===== config.mk =====
export PLATFORM = sky130hd
export DESIGN_NAME = cpm_core
export DESIGN_NICKNAME = d
export VERILOG_FILES = /design/src/cpm_pkg.sv /design/src/cpm_core.sv /design/src/cpm_rx.sv
export SDC_FILE = /design/constraint.sdc
export NUM_CORES = 2
export LEC_CHECK = 0
export BUFFER_PORTS_ARGS = -buffer_cell sky130_fd_sc_hd__buf_2
export CAP_MARGIN = 40
export CORE_AREA = 3 3 242 244
export CTS_CLUSTER_DIAMETER = 80
export CTS_CLUSTER_SIZE = 24
export DETAILED_ROUTE_END_ITERATION = 10
export DIE_AREA = 0 0 245 247
export GPL_ROUTABILITY_DRIVEN = 0
export GPL_TIMING_DRIVEN = 0
export PLACE_DENSITY_LB_ADDON = 0.15
export SYNTH_ARGS = -nofsm -noshare
export SYNTH_HDL_FRONTEND = slang
export SYNTH_HIERARCHICAL = 1
export SYNTH_SLANG_ARGS = --single-unit

===== constraint.sdc =====
create_clock -name aclk -period 14 [get_ports aclk]
set_clock_uncertainty 0.15 [all_clocks]
set_input_delay 4.2 -clock aclk [delete_from_list [all_inputs] [get_ports aclk]]
set_output_delay 4.2 -clock aclk [all_outputs]
set_load 0.01 [all_outputs]

===== src/cpm_pkg.sv =====
package cpm_pkg;

  // conversion codes and scaling
  localparam int CODE_W = 16;
  localparam int SHUNT_LSB_NV = 2500;
  localparam int FULL_SCALE_UV = 80000;
  localparam int SHUNT_CLAMP = FULL_SCALE_UV * 1000 / SHUNT_LSB_NV;
  localparam logic signed [15:0] SHUNT_MAX = 16'(SHUNT_CLAMP);
  localparam logic signed [15:0] SHUNT_MIN = 16'(-SHUNT_CLAMP);
  localparam int CUR_SHIFT = 11;
  localparam int PWR_SHIFT = 15;
  localparam int AVG_LOG_MAX = 7;
  localparam int ACC_W = CODE_W + AVG_LOG_MAX + 1;

  // register byte offsets
  localparam logic [7:0] OFS_CONFIG = 8'h00;
  localparam logic [7:0] OFS_SHUNT = 8'h04;
  localparam logic [7:0] OFS_RAIL = 8'h08;
  localparam logic [7:0] OFS_POWER = 8'h0c;
  localparam logic [7:0] OFS_CURRENT = 8'h10;
  localparam logic [7:0] OFS_CAL = 8'h14;
  localparam logic [7:0] OFS_LIMIT = 8'h18;
  localparam logic [7:0] OFS_STATUS = 8'h1c;
  localparam logic [7:0] OFS_MASK = 8'h20;

  // config fields
  localparam int CFG_RUN = 0;
  localparam int CFG_AVG_LO = 1;
  localparam int CFG_AVG_HI = 3;
  localparam int CFG_ALERT_LO = 4;
  localparam int CFG_ALERT_HI = 5;
  localparam int CFG_W = 6;

  // status / mask fields
  localparam int ST_DONE = 0;
  localparam int ST_ALERT = 1;
  localparam int ST_W = 2;

  // reset values
  localparam logic [5:0] CONFIG_RST = 6'h00;
  localparam logic [15:0] CAL_RST = 16'h0000;
  localparam logic [15:0] LIMIT_RST = 16'h0000;
  localparam logic [1:0] MASK_RST = 2'h0;

  // axi responses
  localparam logic [1:0] RESP_OKAY = 2'h0;
  localparam logic [1:0] RESP_SLVERR = 2'h2;

  // converter input selection
  localparam logic MUX_SHUNT = 1'b0;
  localparam logic MUX_RAIL = 1'b1;

  typedef enum logic [1:0] {
    ALERT_OFF = 2'h0,
    ALERT_OVER_CURRENT = 2'h1,
    ALERT_OVER_VOLTAGE = 2'h2,
    ALERT_OVER_POWER = 2'h3
  } cpm_alert_sel_t;

  typedef struct packed {
    logic [15:0] shunt;
    logic [15:0] rail;
    logic [15:0] current;
    logic [15:0] power;
  } cpm_result_t;

endpackage


===== src/cpm_core.sv =====
// Contract
// RQ1 - converter results arrive as 16-bit codes from a delta-sigma core.
// RQ2 - one shunt code count equals 2.5 microvolts.
// RQ3 - shunt codes are limited to the span of about 80 millivolts.
// RQ4 - a writable calibration register holds the fitted sense resistor value.
// RQ5 - each completed conversion yields a current value stored in its own register.
// RQ6 - the input selector alternates between shunt and rail measurements.
// RQ7 - power is computed from rail voltage and current and stored for readout.
// RQ8 - shunt, current, rail and power results are readable by the processor.
// RQ9 - every new result is compared against a programmable limit.
// RQ10 - the limit applies to overcurrent, overvoltage or overpower by selection.
// RQ11 - a programmable averaging count combines conversions before reporting.
// RQ12 - current is shunt times calibration scaled; power is current times rail scaled.
// RQ13 - an out-of-range result sets a sticky alert flag until read.
`timescale 1ns/1ns
module cpm_core #(
  parameter int CODE_W = 16,
  parameter int AVG_LOG_MAX = 7
) (
  // system
  input wire logic aclk,
  input wire logic aresetn,
  // axi4-lite write address
  input wire logic [7:0] s_axi_awaddr,
  input wire logic s_axi_awvalid,
  output logic s_axi_awready,
  // axi4-lite write data
  input wire logic [31:0] s_axi_wdata,
  input wire logic [3:0] s_axi_wstrb,
  input wire logic s_axi_wvalid,
  output logic s_axi_wready,
  // axi4-lite write response
  output logic [1:0] s_axi_bresp,
  output logic s_axi_bvalid,
  input wire logic s_axi_bready,
  // axi4-lite read
  input wire logic [7:0] s_axi_araddr,
  input wire logic s_axi_arvalid,
  output logic s_axi_arready,
  output logic [31:0] s_axi_rdata,
  output logic [1:0] s_axi_rresp,
  output logic s_axi_rvalid,
  input wire logic s_axi_rready,
  // converter link
  input wire logic link_clk,
  input wire logic link_data,
  input wire logic link_frame_n,
  output logic conv_req_r,
  output logic mux_sel_r,
  // interrupt
  output logic irq_r
);

  if (CODE_W != cpm_pkg::CODE_W || AVG_LOG_MAX < 0 || AVG_LOG_MAX > cpm_pkg::AVG_LOG_MAX)
  begin : g_check
    $error("cpm_core: unsupported code width or averaging depth");
  end

  typedef enum logic [4:0] {
    S_IDLE = 5'b00001,
    S_SHUNT = 5'b00010,
    S_RAIL = 5'b00100,
    S_CUR = 5'b01000,
    S_PWR = 5'b10000
  } cpm_state_t;

  function automatic logic [15:0] cpm_merge(input logic [15:0] old, input logic [31:0] data,
                                            input logic [3:0] strb);
    cpm_merge = old;
    if (strb[0])
    begin
      cpm_merge[7:0] = data[7:0];
    end
    if (strb[1])
    begin
      cpm_merge[15:8] = data[15:8];
    end
  endfunction

  logic [CODE_W-1:0] rx_word;
  logic rx_valid;

  // RQ1 serial code capture
  cpm_rx #(.CODE_W(CODE_W)) u_rx (
    .aclk(aclk),
    .aresetn(aresetn),
    .link_clk(link_clk),
    .link_data(link_data),
    .link_frame_n(link_frame_n),
    .word_r(rx_word),
    .valid_r(rx_valid)
  );

  ////////////////////////////////////////////////////////////////////////////
  // register file and axi slave

  logic [5:0] cfg_r, cfg_nxt;
  logic [15:0] cal_r, cal_nxt;
  logic [15:0] limit_r, limit_nxt;
  logic [1:0] mask_r, mask_nxt;
  logic [1:0] stat_r, stat_nxt;
  logic [1:0] stat_set;
  logic irq_nxt;
  cpm_pkg::cpm_result_t res_r, res_nxt;

  logic aw_have_r, aw_have_nxt, w_have_r, w_have_nxt;
  logic [7:0] aw_addr_r, aw_addr_nxt;
  logic [31:0] w_data_r, w_data_nxt;
  logic [3:0] w_strb_r, w_strb_nxt;
  logic awready_nxt, wready_nxt, bvalid_nxt;
  logic [1:0] bresp_nxt, rresp_nxt;
  logic arready_nxt, rvalid_nxt;
  logic [31:0] rdata_nxt;
  logic aw_h, w_h, do_wr, rd_take;

  always_comb
  begin
    cfg_nxt = cfg_r;
    cal_nxt = cal_r;
    limit_nxt = limit_r;
    mask_nxt = mask_r;
    bresp_nxt = s_axi_bresp;
    rresp_nxt = s_axi_rresp;
    rdata_nxt = s_axi_rdata;
    aw_h = aw_have_r | (s_axi_awvalid & s_axi_awready);
    w_h = w_have_r | (s_axi_wvalid & s_axi_wready);
    aw_addr_nxt = (s_axi_awvalid & s_axi_awready) ? s_axi_awaddr : aw_addr_r;
    w_data_nxt = (s_axi_wvalid & s_axi_wready) ? s_axi_wdata : w_data_r;
    w_strb_nxt = (s_axi_wvalid & s_axi_wready) ? s_axi_wstrb : w_strb_r;
    // address and data may come in either order; answer only once both are held
    do_wr = aw_h & w_h & ~s_axi_bvalid;
    aw_have_nxt = aw_h & ~do_wr;
    w_have_nxt = w_h & ~do_wr;
    bvalid_nxt = do_wr | (s_axi_bvalid & ~s_axi_bready);
    awready_nxt = ~aw_have_nxt;
    wready_nxt = ~w_have_nxt;
    if (do_wr)
    begin
      bresp_nxt = cpm_pkg::RESP_OKAY;
      unique case (aw_addr_nxt)
        cpm_pkg::OFS_CONFIG:
        begin
          cfg_nxt = 6'(cpm_merge({10'h000, cfg_r}, w_data_nxt, w_strb_nxt));
        end
        // RQ4 calibration write
        cpm_pkg::OFS_CAL: cal_nxt = cpm_merge(cal_r, w_data_nxt, w_strb_nxt);
        cpm_pkg::OFS_LIMIT: limit_nxt = cpm_merge(limit_r, w_data_nxt, w_strb_nxt);
        cpm_pkg::OFS_MASK:
        begin
          if (w_strb_nxt[0])
          begin
            mask_nxt = w_data_nxt[1:0];
          end
        end
        cpm_pkg::OFS_SHUNT, cpm_pkg::OFS_RAIL, cpm_pkg::OFS_POWER, cpm_pkg::OFS_CURRENT,
        cpm_pkg::OFS_STATUS: bresp_nxt = cpm_pkg::RESP_OKAY;
        default: bresp_nxt = cpm_pkg::RESP_SLVERR;
      endcase
    end
    rd_take = s_axi_arvalid & s_axi_arready;
    rvalid_nxt = rd_take | (s_axi_rvalid & ~s_axi_rready);
    arready_nxt = ~rvalid_nxt;
    if (rd_take)
    begin
      rdata_nxt = 32'h0000_0000;
      rresp_nxt = cpm_pkg::RESP_OKAY;
      // RQ8 result readout
      unique case (s_axi_araddr)
        cpm_pkg::OFS_CONFIG: rdata_nxt = {26'h0, cfg_r};
        cpm_pkg::OFS_SHUNT: rdata_nxt = {16'h0000, res_r.shunt};
        cpm_pkg::OFS_RAIL: rdata_nxt = {16'h0000, res_r.rail};
        cpm_pkg::OFS_POWER: rdata_nxt = {16'h0000, res_r.power};
        cpm_pkg::OFS_CURRENT: rdata_nxt = {16'h0000, res_r.current};
        cpm_pkg::OFS_CAL: rdata_nxt = {16'h0000, cal_r};
        cpm_pkg::OFS_LIMIT: rdata_nxt = {16'h0000, limit_r};
        cpm_pkg::OFS_STATUS: rdata_nxt = {30'h0, stat_r};
        cpm_pkg::OFS_MASK: rdata_nxt = {30'h0, mask_r};
        default: rresp_nxt = cpm_pkg::RESP_SLVERR;
      endcase
    end
    // RQ13 sticky flags, read clears, a new event wins
    stat_nxt = stat_r;
    if (rd_take && s_axi_araddr == cpm_pkg::OFS_STATUS)
    begin
      stat_nxt = 2'h0;
    end
    stat_nxt = stat_nxt | stat_set;
    irq_nxt = |(stat_nxt & mask_nxt);
  end

  always_ff @(posedge aclk)
  begin
    if (!aresetn)
    begin
      cfg_r <= cpm_pkg::CONFIG_RST;
      cal_r <= cpm_pkg::CAL_RST;
      limit_r <= cpm_pkg::LIMIT_RST;
      mask_r <= cpm_pkg::MASK_RST;
      stat_r <= 2'h0;
      irq_r <= 1'b0;
      aw_have_r <= 1'b0;
      w_have_r <= 1'b0;
      aw_addr_r <= 8'h00;
      w_data_r <= 32'h0000_0000;
      w_strb_r <= 4'h0;
      s_axi_awready <= 1'b0;
      s_axi_wready <= 1'b0;
      s_axi_bvalid <= 1'b0;
      s_axi_bresp <= cpm_pkg::RESP_OKAY;
      s_axi_arready <= 1'b0;
      s_axi_rvalid <= 1'b0;
      s_axi_rresp <= cpm_pkg::RESP_OKAY;
      s_axi_rdata <= 32'h0000_0000;
    end
    else
    begin
      cfg_r <= cfg_nxt;
      cal_r <= cal_nxt;
      limit_r <= limit_nxt;
      mask_r <= mask_nxt;
      stat_r <= stat_nxt;
      irq_r <= irq_nxt;
      aw_have_r <= aw_have_nxt;
      w_have_r <= w_have_nxt;
      aw_addr_r <= aw_addr_nxt;
      w_data_r <= w_data_nxt;
      w_strb_r <= w_strb_nxt;
      s_axi_awready <= awready_nxt;
      s_axi_wready <= wready_nxt;
      s_axi_bvalid <= bvalid_nxt;
      s_axi_bresp <= bresp_nxt;
      s_axi_arready <= arready_nxt;
      s_axi_rvalid <= rvalid_nxt;
      s_axi_rresp <= rresp_nxt;
      s_axi_rdata <= rdata_nxt;
    end
  end

  ////////////////////////////////////////////////////////////////////////////
  // measurement sequencer

  cpm_state_t st_r, st_nxt;
  logic req_nxt, mux_nxt;
  logic [AVG_LOG_MAX:0] cnt_r, cnt_nxt;
  logic [2:0] avg_n_r, avg_n_nxt;
  logic signed [cpm_pkg::ACC_W-1:0] acc_sh_r, acc_sh_nxt;
  logic [cpm_pkg::ACC_W-1:0] acc_rl_r, acc_rl_nxt;
  logic signed [15:0] code_sh;
  logic signed [cpm_pkg::ACC_W-1:0] avg_sh;
  logic [cpm_pkg::ACC_W-1:0] avg_rl;
  logic signed [32:0] cur_prod;
  logic signed [32:0] cur_scaled;
  logic [15:0] cur_mag;
  logic [31:0] pwr_prod;
  logic [31:0] pwr_scaled;
  logic [15:0] pwr_val;
  logic over;
  cpm_pkg::cpm_alert_sel_t alert_sel;

  always_comb
  begin
    st_nxt = st_r;
    req_nxt = 1'b0;
    mux_nxt = mux_sel_r;
    cnt_nxt = cnt_r;
    avg_n_nxt = avg_n_r;
    acc_sh_nxt = acc_sh_r;
    acc_rl_nxt = acc_rl_r;
    res_nxt = res_r;
    stat_set = 2'h0;
    over = 1'b0;
    alert_sel = cpm_pkg::cpm_alert_sel_t'(cfg_r[cpm_pkg::CFG_ALERT_HI:cpm_pkg::CFG_ALERT_LO]);
    // RQ2 RQ3 clamp shunt code to the 80 mv span of 2.5 uv steps
    code_sh = $signed(rx_word);
    if (code_sh > cpm_pkg::SHUNT_MAX)
    begin
      code_sh = cpm_pkg::SHUNT_MAX;
    end
    else if (code_sh < cpm_pkg::SHUNT_MIN)
    begin
      code_sh = cpm_pkg::SHUNT_MIN;
    end
    // RQ11 average by power-of-two count
    avg_sh = acc_sh_r >>> avg_n_r;
    avg_rl = acc_rl_r >> avg_n_r;
    // RQ12 current scaling
    cur_prod = $signed({{17{avg_sh[15]}}, avg_sh[15:0]}) * $signed({17'h0, cal_r});
    cur_scaled = cur_prod >>> cpm_pkg::CUR_SHIFT;
    cur_mag = res_r.current[15] ? 16'(-$signed(res_r.current)) : res_r.current;
    // RQ12 power scaling, saturated instead of wrapping
    pwr_prod = {16'h0000, cur_mag} * {16'h0000, res_r.rail};
    pwr_scaled = pwr_prod >> cpm_pkg::PWR_SHIFT;
    pwr_val = (|pwr_scaled[31:16]) ? 16'hffff : pwr_scaled[15:0];
    unique case (st_r)
      S_IDLE:
      begin
        if (cfg_r[cpm_pkg::CFG_RUN])
        begin
          avg_n_nxt = (cfg_r[cpm_pkg::CFG_AVG_HI:cpm_pkg::CFG_AVG_LO] > 3'(AVG_LOG_MAX)) ?
                      3'(AVG_LOG_MAX) : cfg_r[cpm_pkg::CFG_AVG_HI:cpm_pkg::CFG_AVG_LO];
          mux_nxt = cpm_pkg::MUX_SHUNT;
          req_nxt = 1'b1;
          st_nxt = S_SHUNT;
        end
      end
      S_SHUNT:
      begin
        if (rx_valid)
        begin
          acc_sh_nxt = acc_sh_r + cpm_pkg::ACC_W'(code_sh);
          // RQ6 switch to rail input
          mux_nxt = cpm_pkg::MUX_RAIL;
          req_nxt = 1'b1;
          st_nxt = S_RAIL;
        end
      end
      S_RAIL:
      begin
        if (rx_valid)
        begin
          acc_rl_nxt = acc_rl_r + {{(cpm_pkg::ACC_W-CODE_W){1'b0}}, rx_word};
          if (cnt_r == (AVG_LOG_MAX+1)'((1 << avg_n_r) - 1))
          begin
            st_nxt = S_CUR;
          end
          else
          begin
            cnt_nxt = cnt_r + 1'b1;
            // RQ6 back to shunt input
            mux_nxt = cpm_pkg::MUX_SHUNT;
            req_nxt = 1'b1;
            st_nxt = S_SHUNT;
          end
        end
      end
      S_CUR:
      begin
        // RQ5 store current in its own result register
        res_nxt.shunt = avg_sh[15:0];
        res_nxt.rail = avg_rl[15:0];
        res_nxt.current = cur_scaled[15:0];
        st_nxt = S_PWR;
      end
      S_PWR:
      begin
        // RQ7 store power
        res_nxt.power = pwr_val;
        // RQ9 RQ10 limit comparison by selected quantity
        unique case (alert_sel)
          cpm_pkg::ALERT_OFF: over = 1'b0;
          cpm_pkg::ALERT_OVER_CURRENT: over = $signed(res_r.current) > $signed(limit_r);
          cpm_pkg::ALERT_OVER_VOLTAGE: over = res_r.rail > limit_r;
          cpm_pkg::ALERT_OVER_POWER: over = pwr_val > limit_r;
        endcase
        stat_set[cpm_pkg::ST_DONE] = 1'b1;
        // RQ13 raise alert flag
        stat_set[cpm_pkg::ST_ALERT] = over;
        acc_sh_nxt = '0;
        acc_rl_nxt = '0;
        cnt_nxt = '0;
        st_nxt = S_IDLE;
      end
    endcase
  end

  always_ff @(posedge aclk)
  begin
    if (!aresetn)
    begin
      st_r <= S_IDLE;
      conv_req_r <= 1'b0;
      mux_sel_r <= cpm_pkg::MUX_SHUNT;
      cnt_r <= '0;
      avg_n_r <= 3'h0;
      acc_sh_r <= '0;
      acc_rl_r <= '0;
      res_r <= '0;
    end
    else
    begin
      st_r <= st_nxt;
      conv_req_r <= req_nxt;
      mux_sel_r <= mux_nxt;
      cnt_r <= cnt_nxt;
      avg_n_r <= avg_n_nxt;
      acc_sh_r <= acc_sh_nxt;
      acc_rl_r <= acc_rl_nxt;
      res_r <= res_nxt;
    end
  end

endmodule


===== src/cpm_rx.sv =====
`timescale 1ns/1ns
module cpm_rx #(
  parameter int CODE_W = 16
) (
  // system
  input wire logic aclk,
  input wire logic aresetn,
  // converter serial link, asynchronous
  input wire logic link_clk,
  input wire logic link_data,
  input wire logic link_frame_n,
  // decoded word
  output logic [CODE_W-1:0] word_r,
  output logic valid_r
);

  logic [2:0] clk_sync_r, clk_sync_nxt;
  logic [1:0] dat_sync_r, dat_sync_nxt;
  logic [2:0] frm_sync_r, frm_sync_nxt;
  logic [CODE_W-1:0] shift_r, shift_nxt;
  logic [$clog2(CODE_W+1)-1:0] cnt_r, cnt_nxt;
  logic [CODE_W-1:0] word_nxt;
  logic valid_nxt;
  logic rise;
  logic frm_end;

  ////////////////////////////////////////////////////////////////////////////

  // stage 0 feeds only stage 1; stage 2 is a delayed copy for edge finding
  always_comb
  begin
    clk_sync_nxt = {clk_sync_r[1:0], link_clk};
    dat_sync_nxt = {dat_sync_r[0], link_data};
    frm_sync_nxt = {frm_sync_r[1:0], link_frame_n};
    rise = clk_sync_r[1] & ~clk_sync_r[2];
    frm_end = frm_sync_r[1] & ~frm_sync_r[2];
    shift_nxt = shift_r;
    cnt_nxt = cnt_r;
    word_nxt = word_r;
    valid_nxt = 1'b0;
    if (frm_sync_r[2])
    begin
      cnt_nxt = '0;
    end
    else if (rise && cnt_r < ($clog2(CODE_W+1))'(CODE_W))
    begin
      shift_nxt = {shift_r[CODE_W-2:0], dat_sync_r[1]};
      cnt_nxt = cnt_r + 1'b1;
    end
    // a short frame is dropped, not passed on
    if (frm_end && cnt_r == ($clog2(CODE_W+1))'(CODE_W))
    begin
      word_nxt = shift_r;
      valid_nxt = 1'b1;
    end
  end

  always_ff @(posedge aclk)
  begin
    if (!aresetn)
    begin
      clk_sync_r <= 3'h0;
      dat_sync_r <= 2'h0;
      frm_sync_r <= 3'h7;
      shift_r <= '0;
      cnt_r <= '0;
      word_r <= '0;
      valid_r <= 1'b0;
    end
    else
    begin
      clk_sync_r <= clk_sync_nxt;
      dat_sync_r <= dat_sync_nxt;
      frm_sync_r <= frm_sync_nxt;
      shift_r <= shift_nxt;
      cnt_r <= cnt_nxt;
      word_r <= word_nxt;
      valid_r <= valid_nxt;
    end
  end

endmodule


## Word level (Yosys, flattened, before mapping)

Cells that the tools add are included.

- Add/sub/neg operators: 6
- $mul: 2
- Magnitude comparators: 7
- Equality and inequality tests: 30
- Shift operators: 3
- Multiplexer cells: 40
- Bitwise logic cells: 27
- Reduce and logical (&&, ||, !) cells: 25

Operators with widths:

| operator | count |
|---|---|
| $pmux 16 s9 | 1 |
| $pmux 24 s2 | 2 |
| $mux 16 | 5 |
| $eq 8x5->1 const B | 8 |
| $add 24x16->24 | 2 |
| $gt 16x16->1 | 3 |
| $mux 24 | 2 |
| $eq 8x4->1 const B | 4 |
| $mul 16x16->32 | 1 |
| $mul 16x17->27 | 1 |
| $pmux 5 s5 | 1 |
| $mux 8 | 3 |
| $shr 24x3->16 | 1 |
| $sshr 24x3->16 | 1 |
| $reduce_and 3->1 | 7 |
| $reduce_or 9->1 | 2 |
| $eq 8x3->1 const B | 2 |
| $eq 8x6->1 const B | 2 |
| $gt 16x16->1 const B | 1 |
| $logic_not 8->1 | 2 |
| $lt 16x16->1 const B | 1 |
| $mux 2 | 8 |
| $neg 16->16 | 1 |
| $pmux 8 s2 | 1 |
| 34 further kinds | 78 |

- Flip-flop bits (word level): 288
- Input port bits: 62
- Word-level logic and storage cells: 179

## Longest topological paths before layout

- Word-level depth: 10
- Depth in mapped cells: 43
- Mapped depth without buffers: 38

## Cells and area by module

Netlist, hierarchy kept.

By module, submodules not included:

| module | times used | cells each | area each (um^2) |
|---|---|---|---|
| cpm_core | 1 | 3466 | 29465.8 |
| cpm_rx | 1 | 172 | 1652.8 |

## Worst setup path after synthesis

No wires, ideal clock.

- Path type: reg2reg
- Start: reg res_r[18] (netlist name)
- End: reg irq_r
- Library setup time: 0.131 ns
- Arrival: 9.147 ns
- Required time: 13.719 ns
- Slack: 4.572 ns
- Stages on the path, launching flop included: 39
- Path buffers: 3
- Path through: dfxtp_1 -> or3_1 -> nor3_1 -> nand3_1 -> nor4bb_1 -> clkbuf_1 -> nand2_1 -> fa_1 -> fa_1 -> inv_1 -> fa_1 -> fa_1 -> fa_1 -> inv_1 -> fa_1 -> inv_1 -> ha_1 -> a21o_1 -> [... 3 more ...] -> o21ai_2 -> a311oi_1 -> a211oi_1 -> xor2_1 -> buf_4 -> buf_2 -> nand2_1 -> ha_1 -> nor2b_1 -> o21a_1 -> o21a_1 -> o21a_1 -> o21ai_0 -> a211oi_1 -> a2111oi_0 -> o32ai_1 -> a32oi_1 -> o31ai_1

- Cells in the longest elaborated chain, start to end: 10

RTL lines:

| what | line | text |
|---|---|---|
| start, declared | cpm_core.sv:104 | `cpm_pkg::cpm_result_t res_r, res_nxt;` |
| start signal, assigned | cpm_core.sv:388 | `res_r <= res_nxt;` |
| $neg 16->16 | cpm_core.sv:289 | `cur_mag = res_r.current[15] ? 16'(-$signed(res_r.current)) : res_r.current;` |
| $mux 16 * | cpm_core.sv:289 |  |
| $mul 16x16->32 * | cpm_core.sv:291 | `pwr_prod = {16'h0000, cur_mag} * {16'h0000, res_r.rail};` |
| $mux 16 * | cpm_core.sv:293 | `pwr_val = (\|pwr_scaled[31:16]) ? 16'hffff : pwr_scaled[15:0];` |
| named net pwr_val[1] | cpm_core.sv:256 | `logic [15:0] pwr_val;` |
| $gt 16x16->1 * | cpm_core.sv:353 | `cpm_pkg::ALERT_OVER_POWER: over = pwr_val > limit_r;` |
| $pmux 1 s4 * | cpm_core.sv:349 | `unique case (alert_sel)` |
| $mux 2 * | cpm_core.sv:294 | `unique case (st_r)` |
| $or 2x2->2 * | cpm_core.sv:187 | `stat_nxt = stat_nxt \| stat_set;` |
| $and 2x2->2 * | cpm_core.sv:188 | `irq_nxt = \|(stat_nxt & mask_nxt);` |
| $reduce_or 2->1 * | cpm_core.sv:188 |  |
| end signal, assigned | cpm_core.sv:222 | `irq_r <= irq_nxt;` |
| end, declared | cpm_core.sv:51 | `output logic irq_r` |

The timed path passes the listed nets; every way through them passes the cells marked *.
A chain may end at the register's enable or synchronous reset.

## Final worst setup path

- Start: reg res_r[16] (netlist name)
- End: reg irq_r

Same word-level chain as after synthesis.

==> metrics.txt <==
status=complete, no violations; largest net degree at the start of global routing=25; Slew HR=36.5%; port bufs=68; Crit Path Max Fanout=10; flip-flop count of the largest register after layout=64; post-synthesis average cell area=8.55 um2; CP peak stage delay=760 ps; DR pass1 iterations=7; Power Dens Cells=41.9 mW/mm2; register area share after synthesis=17.2%; WHS Endpoint=u_rx/frm_sync_r[1]$_SDFF_PN1_; via/cell ratio=5.70; met3 usage=3.26%; worst reg-to-reg setup slack=1520 ps; gr busiest metal=met2; initial drt markers=2084; max cap viols=0; CP max-delay cell=a2111oi_0; CTS tree=done; Crit path arrival time=12720 ps; Biggest register=res_r; Worst R2R Start=res_r[16]$_SDFFE_PN0P_; Critical Path End Type=flip-flop; setup ws final=1520 ps; met1 GRT Util=41.8%; Post-Route WL=92.6 mm; Ys Warns=6; core box area=0.0565 mm2; layout cells sized above 1=6.02%; DR WL/cell=20.5 um; IO Count=106; Final #Nets=4482; # Post-CTS Setup Buffers=0; Synth cell types=85; worst setup path startpoint=res_r[16]$_SDFFE_PN0P_; critical path class=reg2reg; setup violators final=0; die width=245 um; vias in the first global route=25400; Synth-to-Final Area Change=6.60%; cts hold-fix bufs=0; most frequent cells in the layout=inv_1 (477), nand2_1 (465), fa_1 (381), ha_1 (279), dfxtp_1 (268); Die Height=247 um; crit-path most repeated cell=fa_1; clk root buf=clkbuf_16; setup TNS=0 ps; Synth Register Bits=268; Reg2Reg Depth=41; post-DP HPWL=74.9 mm; initial antenna violation count=6; P_leak=15.3 nW; post-synthesis cell area=0.0311 mm2; Cells after Synth=3638; DRT antenna net count=0; dpl cell area=0.0326 mm2; Residual DRC=0; Clock Path Buffers=3; H-tree Lvls=1; startpoint types=flip-flop; Worst R2R End=irq_r$_SDFF_PN0_; Max Fclk=80.1 MHz; most common cell after layout, fill and taps aside=inv_1; clk slew on worst S/H paths=100 ps; pre-CTS setup slack=1530 ps; Worst-Skew Late Latency=530 ps; post-route design area=0.0332 mm2; min-delay worst type=reg2reg; grt total ovfl=0; Rows=87; Initial Util=55.1%; hold path startpoint=u_rx/frm_sync_r[0]$_SDFF_PN1_; Final min period=12480 ps; RSZ-0062 raised after global routing=no; Critical Path RT=14240 ps; post-route insts no fill=4527; number of synthesized flops with an enable pin=0; met2 Use GR=51.4%; All-Layer GR Usage=30.7%; post-cts resize count=0; clock sinks=268; Largest regs=res_r: 64 flops, acc_rl_r: 23 flops, acc_sh_r: 23 flops; crit share post-route=89.2%; DR vias=25800; Die Area=0.0605 mm2; CTS buffer count=17; Hold Path Stages=1; Async S/R FF share, synth=0%; Final Max Tran Viols=0; Placed Cells=4497; utilization after layout=58.7%; top_reg_cell synth=dfxtp_1; Slew @ Worst Pin=946 ps; final hold vios=0; global-route wire length before repair=145 mm; peak supply drop=64.1 uV
-- Yosys cell counts, types with 60 or more instances --
| library cell | count | area share, % |
|---|---|---|
| inv_1 | 477 | 5.8 |
| nand2_1 | 465 | 5.6 |
| fa_1 | 381 | 25 |
| ha_1 | 279 | 11 |
| dfxtp_1 | 268 | 17 |
| nor2_1 | 244 | 2.9 |
| and2_1 | 186 | 3.7 |
| clkbuf_1 | 162 | 2.0 |
| a21oi_1 | 136 | 2.2 |
| o21ai_0 | 124 | 2.0 |
| mux2i_1 | 96 | 3.1 |
| nor2b_1 | 89 | 1.8 |
| nand3_1 | 81 | 1.3 |
| xnor2_1 | 60 | 1.7 |
-- metal layers --
metal	vias up	routed length (um)	share of wire, %
li1	12000	-	-
met4	4	3660	3.9
met2	940	43100	47
met3	180	6670	7.2
met5	-	26	0.028
met1	12600	39100	42
-- critical path: cells and delay by family (launching register included) --
family,cells,cell delay [ps]
AO/OA/AOI/OAI,16,3720
adder cells (fa/ha/maj),9,3990
flip-flops,1,460
XOR/XNOR,2,1020
buffers and inverters,9,2370
AND/OR/NAND/NOR,5,630
-- final cells by class --
| cell class | count | area [um2] |
|---|---|---|
| fill | 5208 | 23300 |
| multi-input combinational | 2701 | 23100 |
| sequential | 268 | 5370 |
| inverter | 478 | 1790 |
| tap | 756 | 946 |
| buffer | 208 | 888 |
| timing repair buffer | 86 | 494 |
| clock buffer | 19 | 443 |
| clock inverter | 9 | 95.1 |
| antenna | 2 | 5.00 |
-- stage by stage --
stage	power (W)	hold slack (ps)
3_5_place_dp	0.000869	264
3_3_place_gp	0.000868	239
4_1_cts	0.00139	284
5_1_grt	0.00142	297
6_report	0.00139	277
2_1_floorplan	0.000836	236
-- where the power goes --
group | internal [W] | total (W) | switching (W)
clock network | 0.000240 | 0.000537 | 0.000297
registers | 0.000769 | 0.000774 | 0.00000426
logic | 0.0000254 | 0.0000796 | 0.0000542
-- kinds of logic (layout without fill, tap and decap cells) --
logic type / count (synthesis) / count (layout) / share of synthesized area [%]
and+or+nand+nor: 1237 / 1237 / 19.0
buffers and inverters: 686 / 800 / 8.62
adders and majority gates: 660 / 660 / 35.7
AOI/OAI and AO/OA: 538 / 538 / 11.1
DFF: 268 / 268 / 17.2
muxes: 143 / 143 / 5.34
xor gates and xnor gates: 105 / 105 / 2.96
other: 1 / 20 / 0.0121
-- how the worst max path moves through the flow --
stage	to	slack [ps]	cells past startpoint
6_report	irq_r$_SDFF_PN0_	1520	41
5_1_grt	irq_r$_SDFF_PN0_	900	41
4_1_cts	irq_r$_SDFF_PN0_	1510	41
3_5_place_dp	irq_r$_SDFF_PN0_	1530	41
3_3_place_gp	irq_r$_SDFF_PN0_	1440	41
2_1_floorplan	irq_r$_SDFF_PN0_	4570	38
Note: power is estimated with default switching activity, not from simulation.
